### src/dac_regs.svh
`ifndef DAC_REGS_SVH
`define DAC_REGS_SVH

`define CODE_WIDTH 12
`define PRESET_MID 12'h800
`define PRESET_ZERO 12'h000
`define FIFO_DEPTH 8

`define PIN_COUNT 8
`define PIN_SCLK 0
`define PIN_CS_N 1
`define PIN_DATA 2
`define PIN_LOAD_A_N 3
`define PIN_LOAD_B_N 4
`define PIN_PRESET_N 5
`define PIN_MID 6
`define PIN_PD_N 7
`define PIN_IDLE 8'hba

`endif

### src/dac_pkg.sv
`include "dac_regs.svh"

package dac_pkg;
	typedef logic [`CODE_WIDTH-1:0] code_t;

	typedef struct packed {
		code_t a;
		code_t b;
	} codes_s;
endpackage

### src/code_fifo.sv
module code_fifo #(
	parameter int WIDTH = 24,
	parameter int DEPTH = 8
) (
	input wire logic clock,
	input wire logic resetn,
	input wire logic in_valid,
	output logic in_ready,
	input wire logic [WIDTH-1:0] in_data,
	output logic out_valid,
	input wire logic out_ready,
	output logic [WIDTH-1:0] out_data
);
	localparam int AW = $clog2(DEPTH);

	logic [WIDTH-1:0] mem [DEPTH];
	logic [AW-1:0] wr_ptr;
	logic [AW-1:0] rd_ptr;
	logic [AW:0] count;
	wire push = in_valid && in_ready;
	wire load_out = (count != '0) && (!out_valid || out_ready);

	assign in_ready = (count != (AW+1)'(DEPTH));

	// storage, no reset on the array
	always_ff @(posedge clock)
	begin
		if (push)
			mem[wr_ptr] <= in_data;
	end

	always_ff @(posedge clock or negedge resetn)
	begin
		if (!resetn)
		begin
			wr_ptr <= '0;
			rd_ptr <= '0;
			count <= '0;
		end
		else
		begin
			if (push)
				wr_ptr <= wr_ptr + 1'b1;
			if (load_out)
				rd_ptr <= rd_ptr + 1'b1;
			count <= count + (AW+1)'(push) - (AW+1)'(load_out);
		end
	end

	// registered read stage
	always_ff @(posedge clock or negedge resetn)
	begin
		if (!resetn)
		begin
			out_valid <= 1'b0;
			out_data <= '0;
		end
		else if (load_out)
		begin
			out_valid <= 1'b1;
			out_data <= mem[rd_ptr];
		end
		else if (out_ready)
			out_valid <= 1'b0;
	end
endmodule // code_fifo

### src/dual_dac_serial_load_logic.sv
`include "dac_regs.svh"

module dual_dac_serial_load_logic (
	input wire logic clock,
	input wire logic resetn,
	input wire logic serial_clk,
	input wire logic chip_select_n,
	input wire logic serial_in,
	input wire logic load_strobe_a_n,
	input wire logic load_strobe_b_n,
	input wire logic preset_strobe_n,
	input wire logic midscale_select,
	input wire logic power_down_n,
	input wire logic converter_ready,
	output dac_pkg::code_t shift_word,
	output dac_pkg::codes_s dac_codes,
	output logic dac_update,
	output logic outputs_active,
	output logic update_stall
);
	logic [`PIN_COUNT-1:0] pins_raw;
	logic [`PIN_COUNT-1:0] pins_meta;
	logic [`PIN_COUNT-1:0] pins;
	logic sclk_prev;
	dac_pkg::codes_s target;
	dac_pkg::codes_s next_target;
	dac_pkg::codes_s sent;
	dac_pkg::codes_s fifo_out;
	logic fifo_in_ready;
	logic fifo_out_valid;
	localparam logic [`PIN_COUNT-1:0] pin_idle = `PIN_IDLE;

	assign pins_raw = {power_down_n, midscale_select, preset_strobe_n, load_strobe_b_n,
		load_strobe_a_n, serial_in, chip_select_n, serial_clk};

	// two-stage synchronisers, one per pin
	genvar gi;
	generate
		for (gi = 0; gi < `PIN_COUNT; gi++)
		begin : g_sync
			always_ff @(posedge clock or negedge resetn)
			begin
				if (!resetn)
				begin
					pins_meta[gi] <= pin_idle[gi];
					pins[gi] <= pin_idle[gi];
				end
				else
				begin
					pins_meta[gi] <= pins_raw[gi];
					pins[gi] <= pins_meta[gi];
				end
			end
		end
	endgenerate

	wire sclk_s = pins[`PIN_SCLK];
	wire cs_n_s = pins[`PIN_CS_N];
	wire data_s = pins[`PIN_DATA];
	wire load_a_n_s = pins[`PIN_LOAD_A_N];
	wire load_b_n_s = pins[`PIN_LOAD_B_N];
	wire preset_n_s = pins[`PIN_PRESET_N];
	wire mid_s = pins[`PIN_MID];
	wire pd_n_s = pins[`PIN_PD_N];

	// edge find on the sampled serial clock, gated by select
	wire sclk_rise = sclk_s && !sclk_prev;
	wire shift_en = sclk_rise && !cs_n_s;
	wire [`CODE_WIDTH-1:0] next_shift = {shift_word[`CODE_WIDTH-2:0], data_s};
	wire [`CODE_WIDTH-1:0] preset_value = mid_s ? `PRESET_MID : `PRESET_ZERO;

	always_ff @(posedge clock or negedge resetn)
	begin
		if (!resetn)
			sclk_prev <= 1'b0;
		else
			sclk_prev <= sclk_s;
	end

	// single shared shift register
	always_ff @(posedge clock or negedge resetn)
	begin
		if (!resetn)
			shift_word <= '0;
		else if (shift_en)
			shift_word <= next_shift;
	end

	// holding registers: preset first, strobes independent of select
	wire [`CODE_WIDTH-1:0] next_a = !preset_n_s ? preset_value :
		(!load_a_n_s ? shift_word : target.a);
	wire [`CODE_WIDTH-1:0] next_b = !preset_n_s ? preset_value :
		(!load_b_n_s ? shift_word : target.b);
	assign next_target = {next_a, next_b};

	always_ff @(posedge clock or negedge resetn)
	begin
		if (!resetn)
			target <= '0;
		else
			target <= next_target;
	end

	// forward changed codes toward the converter through the buffer
	wire push = (target != sent) && fifo_in_ready;
	assign update_stall = (target != sent) && !fifo_in_ready;

	always_ff @(posedge clock or negedge resetn)
	begin
		if (!resetn)
			sent <= '0;
		else if (push)
			sent <= target;
	end

	code_fifo #(
		.WIDTH(2*`CODE_WIDTH),
		.DEPTH(`FIFO_DEPTH)
	) u_fifo (
		.clock(clock),
		.resetn(resetn),
		.in_valid(push),
		.in_ready(fifo_in_ready),
		.in_data(target),
		.out_valid(fifo_out_valid),
		.out_ready(converter_ready),
		.out_data(fifo_out)
	);

	always_ff @(posedge clock or negedge resetn)
	begin
		if (!resetn)
		begin
			dac_codes <= '0;
			dac_update <= 1'b0;
		end
		else
		begin
			dac_update <= fifo_out_valid && converter_ready;
			if (fifo_out_valid && converter_ready)
				dac_codes <= fifo_out;
		end
	end

	// shutdown only reaches the analog side
	always_ff @(posedge clock or negedge resetn)
	begin
		if (!resetn)
			outputs_active <= 1'b0;
		else
			outputs_active <= pd_n_s;
	end
endmodule // dual_dac_serial_load_logic

### config.mk
export PLATFORM = sky130hd
export DESIGN_NAME = dual_dac_serial_load_logic
export DESIGN_NICKNAME = d
export VERILOG_FILES = /design/src/dac_pkg.sv /design/src/code_fifo.sv /design/src/dual_dac_serial_load_logic.sv
export VERILOG_INCLUDE_DIRS = /design/src
export SDC_FILE = /design/constraint.sdc
export NUM_CORES = 1
export LEC_CHECK = 0
export BUFFER_PORTS_ARGS = -buffer_cell sky130_fd_sc_hd__buf_4
export CORE_MARGIN = 1
export CORE_UTILIZATION = 50
export DETAILED_ROUTE_END_ITERATION = 10
export GPL_TIMING_DRIVEN = 0
export PLACE_DENSITY_LB_ADDON = 0.15
export RECOVER_POWER = 50
export SETUP_SLACK_MARGIN = 0.15
export SYNTH_ARGS = -nofsm -noshare
export SYNTH_HDL_FRONTEND = slang
export SYNTH_SLANG_ARGS = --single-unit
### constraint.sdc
create_clock -name clock -period 8.1 [get_ports clock]
set_clock_uncertainty 0.1 [all_clocks]
set_input_delay 0.405 -clock clock [delete_from_list [all_inputs] [get_ports clock]]
set_output_delay 0.405 -clock clock [all_outputs]
set_load 0.005 [all_outputs]
==> results.sh, run 1 <==
export IMPL_ys_types=35
export IMPL_min_period_ps=3352
export IMPL_fin_util_pct=60.16
export IMPL_r2r_start="target[18]$_DFFE_PN0P_"
export IMPL_antenna_found_initial=0
export IMPL_cp_start_kind="flop"
export IMPL_worstSkewPairLatency_ps=520
export IMPL_cts_buffers=35
export IMPL_viasPerCell=5.432
export IMPL_cts_tree="yes"
export IMPL_clkPwrFrac_pct=26.5
export IMPL_switching_share_pct=29.17
export IMPL_synth_seq_cells=330
export IMPL_finalSetupTns_ps=0
export IMPL_dp_hpwl_um=14970
export IMPL_netlist_instances=668
export IMPL_grt_max_degree=91
export IMPL_mostFrequentLayoutCell="edfxtp_1"
export IMPL_rsz0062_at_grt="false"
export IMPL_num_vias=6078
export IMPL_grt_usage_pct=18.41
export IMPL_h_tree_depth=2
export IMPL_dpl_instance_area_sq_um=13630
export IMPL_cts_hold_buf=9
export IMPL_async_reset_ff_share_pct=41.82
export IMPL_internal_power_uw=3999
export IMPL_reg2regPathDepth=7
export IMPL_antenna_left=0
export IMPL_r2r_end="u_fifo.mem[7][4]$_DFFE_PP_"
export IMPL_maxClockFrequency_mhz=298.3
export IMPL_final_cell_mix="edfxtp_1 (192), dfrtp_1 (128), mux2i_1 (48), mux4_2 (48), mux2_2 (42)"
export IMPL_cts_resized=0
export IMPL_path_class="reg -> reg"
export IMPL_avgRoutedWirePerCell_um=20.50
export IMPL_stdcell_area_sq_um=14800
export IMPL_combPwrFrac_pct=27.5
export IMPL_io_pins=50
export IMPL_place_congestion=0.7433
export IMPL_grt_first_pass_wirelength_um=35710
export IMPL_area_delta_synth_final_pct=16.46
export IMPL_synth_warning_count=0
export IMPL_grt_pass1_vias=6305
export IMPL_setup_viol_count_final=0
export IMPL_vdd_drop_max_mv=0.2460
export IMPL_drt_iter0_drc=475
export IMPL_fp_dieArea_sq_um=26060
export IMPL_clk_pin_slew_ps=60
export IMPL_p_switching_uw=1647
export IMPL_grt_ovfl_total=0
export IMPL_clock_root_buffer="clkbuf_16"
export IMPL_cp_max_fo=24
export IMPL_crit_start="target[18]$_DFFE_PN0P_"
export IMPL_postCtsSetupBuffers=0
export IMPL_core_area_sq_um=24600
export IMPL_wl_um=22940
export IMPL_cp_end_kind="flop"
export IMPL_avgSynthCellArea_sq_um=19.03
export IMPL_cp_endpoint="u_fifo.mem[7][4]$_DFFE_PP_"
export IMPL_pwr_share_seq_pct=46.0
export IMPL_cts_sinks=330
export IMPL_cp_arrival_ps=3310
export IMPL_rows=57
export IMPL_hp_class="in -> reg"
export IMPL_chipWidth_um=161.4
export IMPL_violations="capacitance limit, slew limit"
export IMPL_io_buffers=49
export IMPL_p_leak_uw=0.005899
export IMPL_run_status="finished, violations left"
export IMPL_worst_pin_slew_ps=2639
export IMPL_p_per_area_nw_per_um2=381.4
export IMPL_hold_viol=0
export IMPL_drc=0
export IMPL_drv_cap=1
export IMPL_die_h_um=161.4
export IMPL_maxSlewViolCount=49
export IMPL_firstDrtPassIters=4
export IMPL_n_antenna_cell=0
export IMPL_final_nets=789
export IMPL_synth_edf_count=192
export IMPL_clock_path_buffers=3
export IMPL_r2r_setup_slack_ps=4750
export IMPL_synth_top_flop_cell="edfxtp_1"
export IMPL_start_util_pct=51.66
export IMPL_fin_crit_sh_pct=41.39
export IMPL_slew_headroom_pct=-75.95
export IMPL_synth_nets=688
export IMPL_synth_cell_area_sq_um=12710
export IMPL_hold_depth=3
export IMPL_seq_area_frac_synth_pct=72.63
export IMPL_crit_required_ps=8060
export IMPL_layout_drive_gt1_share_pct=30.69
flip-flops by register name, indices dropped and copies added (netlist names), 3 cells and up:
| name | flops |
|---|---|
| u_fifo.count | 4 |
| sent | 24 |
| target | 24 |
| u_fifo.out_data | 24 |
| dac_codes | 24 |
| u_fifo.rd_ptr | 3 |
| shift_word | 12 |
| u_fifo.wr_ptr | 3 |
| u_fifo.mem | 192 |
| pins_meta | 8 |
logic make-up after synthesis:
logic type	synth area share (%)
compound gates	1.280
xor+xnor	2.067
fa+ha+maj	0.9451
buf+inv	1.506
flops	72.63
mux	18.37
simple gates	3.200
power by group through the flow:
stage,clock [uW],combinational (uW),sequential (uW)
6_report,1490,1550,2600
5_1_grt,1590,1700,2650
4_1_cts,1530,1590,2610
3_5_place_dp,0,1580,2640
3_3_place_gp,0,1510,2600
2_1_floorplan,0,1050,2550
worst min path at each step:
stage | from | to | slack, ps
6_report | converter_ready | u_fifo.out_valid$_DFFE_PN0P_ | 100
5_1_grt | converter_ready | u_fifo.out_valid$_DFFE_PN0P_ | 110
4_1_cts | converter_ready | u_fifo.out_valid$_DFFE_PN0P_ | 90
3_5_place_dp | pins_meta[0]$_DFF_PN0_ | sclk_s$_DFF_PN0_ | 240
3_3_place_gp | pins_meta[0]$_DFF_PN0_ | sclk_s$_DFF_PN0_ | 230
2_1_floorplan | resetn | dac_codes[0]$_DFFE_PN0P_ | 9
critical path, stage by stage (launching register included):
cell and delay [ps]:
dfrtp_1 550, xor2_1 220, nor4_1 490, nand4_1 290, o21a_1 250, buf_6 140
buf_2 190, and4_1 670
synthesized netlist by cell type (all sizes together), types with 3 or more instances:
| library cell | instances | area [sq um] |
|---|---|---|
| nor2 | 29 | 108.9 |
| clkbuf | 15 | 56.30 |
| inv | 7 | 26.28 |
| edfxtp | 192 | 5766 |
| nor4 | 6 | 43.79 |
| mux2 | 62 | 773.2 |
| a21oi | 28 | 140.1 |
| dfstp | 10 | 262.8 |
| buf | 15 | 108.9 |
| ha | 8 | 100.1 |
| nand2 | 4 | 15.01 |
| xor2 | 28 | 245.2 |
| and4b | 3 | 30.03 |
| mux4 | 48 | 1081 |
| nor2b | 23 | 143.9 |
| dfrtp | 128 | 3203 |
| mux2i | 48 | 480.5 |
metal layers:
layer	global-route usage, %	wire, um	vias up
met1	24.79	10090	3159
met5	0	0	-
li1	-	-	2745
met2	30.86	11330	135
met4	6.218	531	0
met3	2.799	986	39
area by class of cell:
cell class | count | area [sq um]
clock inverter | 12 | 73.82
tap | 324 | 405.4
fill | 1819 | 9803
clock buffer | 51 | 1016
multi-input combinational | 301 | 3322
inverter | 7 | 26.28
sequential | 330 | 9231
buffer | 30 | 165.2
timing repair buffer | 64 | 561.8
per-stage QoR:
step           hold slack, ps  setup WS [ps]  total power [uW]  instances
6_report                100.4           4748              5645       1119
5_1_grt                 114.9           4558              5940       1119
4_1_cts                 93.80           4638              5723       1119
3_5_place_dp            238.7           4625              4217       1047
3_3_place_gp            234.5           1265              4111       1041
2_1_floorplan           9.409           3853              3596        668
No activity file was read; power rests on OpenSTA's default activity.
==> inputs of run 2 (changes only) <==
Settings changed: ABC_AREA set to 1.
Clock period 8.1 ns to 3 ns, I/O delays scaled along.
==> results.sh, run 2 <==
export IMPL_synth_top_flop_cell="edfxtp_1"
export IMPL_r2r_setup_slack_ps=280
export IMPL_avgSynthCellArea_sq_um=11.55
export IMPL_antenna_left=0
export IMPL_crit_buf_inv=3
export IMPL_cp_top_family="simple AND/OR/NAND/NOR gates"
export IMPL_layout_drive_gt1_share_pct=13.50
export IMPL_power_uw=16100
export IMPL_cp_slowest_stage_delay_ps=610
export IMPL_grt_first_pass_wirelength_um=47270
export IMPL_p_leak_uw=0.006186
export IMPL_drv_cap=1
export IMPL_cp_start_kind="flop"
export IMPL_viasPerCell=5.537
export IMPL_io_buffers=49
export IMPL_core_area_sq_um=25330
export IMPL_grt_pass1_vias=8494
export IMPL_yosys_area_top_type_share_pct=44.51
export IMPL_n_antenna_cell=0
export IMPL_clk_pin_slew_ps=60
export IMPL_synth_most_common_cell="edfxtp_1"
export IMPL_drc=0
export IMPL_die_h_um=163.0
export IMPL_synth_cell_area_sq_um=12950
export IMPL_dp_hpwl_um=19250
export IMPL_wl_um=31360
export IMPL_worst_path_most_repeated_cell="nand2_1"
export IMPL_area_delta_synth_final_pct=18.05
export IMPL_clock_root_buffer="clkbuf_16"
export IMPL_violations="capacitance limit, slew limit"
export IMPL_avgRoutedWirePerCell_um=19.73
export IMPL_fin_crit_sh_pct=90.83
export IMPL_chipWidth_um=163.0
export IMPL_final_nets=1256
export IMPL_firstDrtPassIters=5
export IMPL_drt_iter0_drc=982
export IMPL_post_place_cells=1502
export IMPL_cts_tree="yes"
export IMPL_synth_area_leaders="edfxtp_1 (45%), dfrtp_1 (25%), o21ai_0 (6.1%), nand2_1 (5.0%), nor2_1 (3.9%)"
export IMPL_final_cell_mix="edfxtp_1 (192), nand2_1 (173), o21ai_0 (159)"
export IMPL_synth_seq_cells=330
export IMPL_grt_max_degree=94
export IMPL_num_vias=8799
export IMPL_mostFrequentLayoutCell="edfxtp_1"
export IMPL_cp_arrival_ps=3020
export IMPL_crit_required_ps=3290
export IMPL_maxClockFrequency_mhz=367.0
export IMPL_rows=58
export IMPL_cp_max_fo=11
export IMPL_seq_area_frac_synth_pct=71.27
export IMPL_synth_nets=1141
export IMPL_cts_sinks=330
export IMPL_antenna_found_initial=0
export IMPL_cp_end_kind="flop"
export IMPL_hold_viol=0
export IMPL_vdd_drop_max_mv=0.5171
export IMPL_synth_compound_area_share_pct=10.22
export IMPL_min_period_ps=2725
export IMPL_setup_viol_count_final=0
export IMPL_fp_dieArea_sq_um=26550
export IMPL_fin_util_pct=60.37
export IMPL_top_register="u_fifo.mem"
export IMPL_synth_warning_count=0
export IMPL_rsz0062_at_grt="false"
export IMPL_final_cells=1589
export IMPL_ys_types=28
export IMPL_yosys_area_top_type="edfxtp_1"
export IMPL_synth_xor_area_share_pct=0.4733
export IMPL_worstSkewPairLatency_ps=510
export IMPL_hp_class="in -> reg"
export IMPL_slew_headroom_pct=-36.65
export IMPL_maxSlewViolCount=46
export IMPL_grt_ovfl_total=0
export IMPL_netlist_instances=1121
export IMPL_worst_pin_slew_ps=2050
export IMPL_slowest_stage="dfrtp_1"
export IMPL_synthAdderAreaFrac_pct=0.9274
export IMPL_clock_path_buffers=3
export IMPL_synth_simple_gate_area_share_pct=12.11
export IMPL_grt_usage_pct=23.95
export IMPL_io_pins=50
export IMPL_run_status="finished, violations left"
export IMPL_h_tree_depth=2
export IMPL_whs_ps=80.52
export IMPL_cts_buffers=35
export IMPL_synth_edf_count=192
export IMPL_p_per_area_nw_per_um2=1053
export IMPL_synthMuxAreaShare_pct=0.07728
export IMPL_largest_reg_flops=192
export IMPL_cp_cell_sequence="inv_1, nand2_1, nand2_1, nor2_1, nand2_1, nor2_1, nand3_1, nand2_2, buf_4, inv_1, ha_1, fa_1, xor2_1"
export IMPL_place_congestion=0.8043
export IMPL_start_util_pct=51.14
export IMPL_synth_commonest_cells="edfxtp_1 (192), nand2_1 (173), o21ai_0 (159)"
export IMPL_async_reset_ff_share_pct=41.82
export IMPL_synth_top_family_by_area="simple AND/OR/NAND/NOR gates"
export IMPL_path_class="reg -> reg"
==> run 2: area by class of cell <==
class	count	area [sq um]
repair buffers	75	645.6
multi-input cells	638	3181
clock buffers	48	1033
inverters	93	349.1
well taps	330	412.9
clock inverters	12	135.1
fillers	2070	10040
flip-flops and latches	330	9244
plain buffers	63	289.0
==> run 2: logic make-up (layout without fill, tap and decap cells) <==
logic type / count (synthesis) / in the layout
multiplexers: 1 / 1
buffers and inverters: 156 / 291
XOR/XNOR: 7 / 7
AO/OA/AOI/OAI: 229 / 229
AND/OR/NAND/NOR: 389 / 392
adder cells (fa/ha/maj): 9 / 9
flip-flops: 330 / 330
==> run 2: power breakdown <==
part	switching [uW]	internal (uW)	total [uW]
Combinational	3320	1570	4890
Sequential	554	6290	6840
Clock	1700	2670	4360
Total	5570	10500	16100
==> run 2: repair_timing <==
action,CTS,global route
endpoints found under the hold margin,136,0
pin swaps,1,6
gates resized for setup,1,20
hold buffers,9,0
setup buffers,0,15
gates cloned,0,3
setup endpoints to repair,74,178
==> run 2: routing by layer <==
| layer | track usage [%] | up-vias | share of wire (%) |
|---|---|---|---|
| met1 | 32.23 | 4321 | 43 |
| met5 | 0 | - | 0 |
| met3 | 3.336 | 60 | 6.7 |
| met4 | 7.986 | 0 | 2.4 |
| met2 | 40.14 | 320 | 48 |
| li1 | - | 4098 | - |
==> run 2: worst min-delay path: stages <==
cell and delay (ps):
buf_4 80, nand2_1 110, clkbuf_1 230, inv_1 80
==> run 2: worst paths after layout <==
kind | cells past startpoint | endpoint | startpoint
max | 13 | u_fifo.count[2]$_DFF_PN0_ | target[13]$_DFFE_PN0P_
min | 4 | dac_update$_DFF_PN0_ | converter_ready
max reg2reg | 13 | u_fifo.count[2]$_DFF_PN0_ | target[13]$_DFFE_PN0P_
min reg2reg | 0 | data_s$_DFF_PN0_ | pins_meta[2]$_DFF_PN0_
max in group asynchronous | 3 | target[19]$_DFFE_PN0P_ | resetn
min in group asynchronous | 2 | dac_codes[19]$_DFFE_PN0P_ | resetn
==> run 2: metrics by stage <==
stage	setup slack, ps	cell area (sq um)	setup TNS (ps)
after floorplan	327.0	12950	0
after global placement	-1048	13730	-181780
after detailed placement	30.37	13830	0
after CTS	66.08	15100	0
after global routing	78.06	15290	0
final	275.1	15290	0
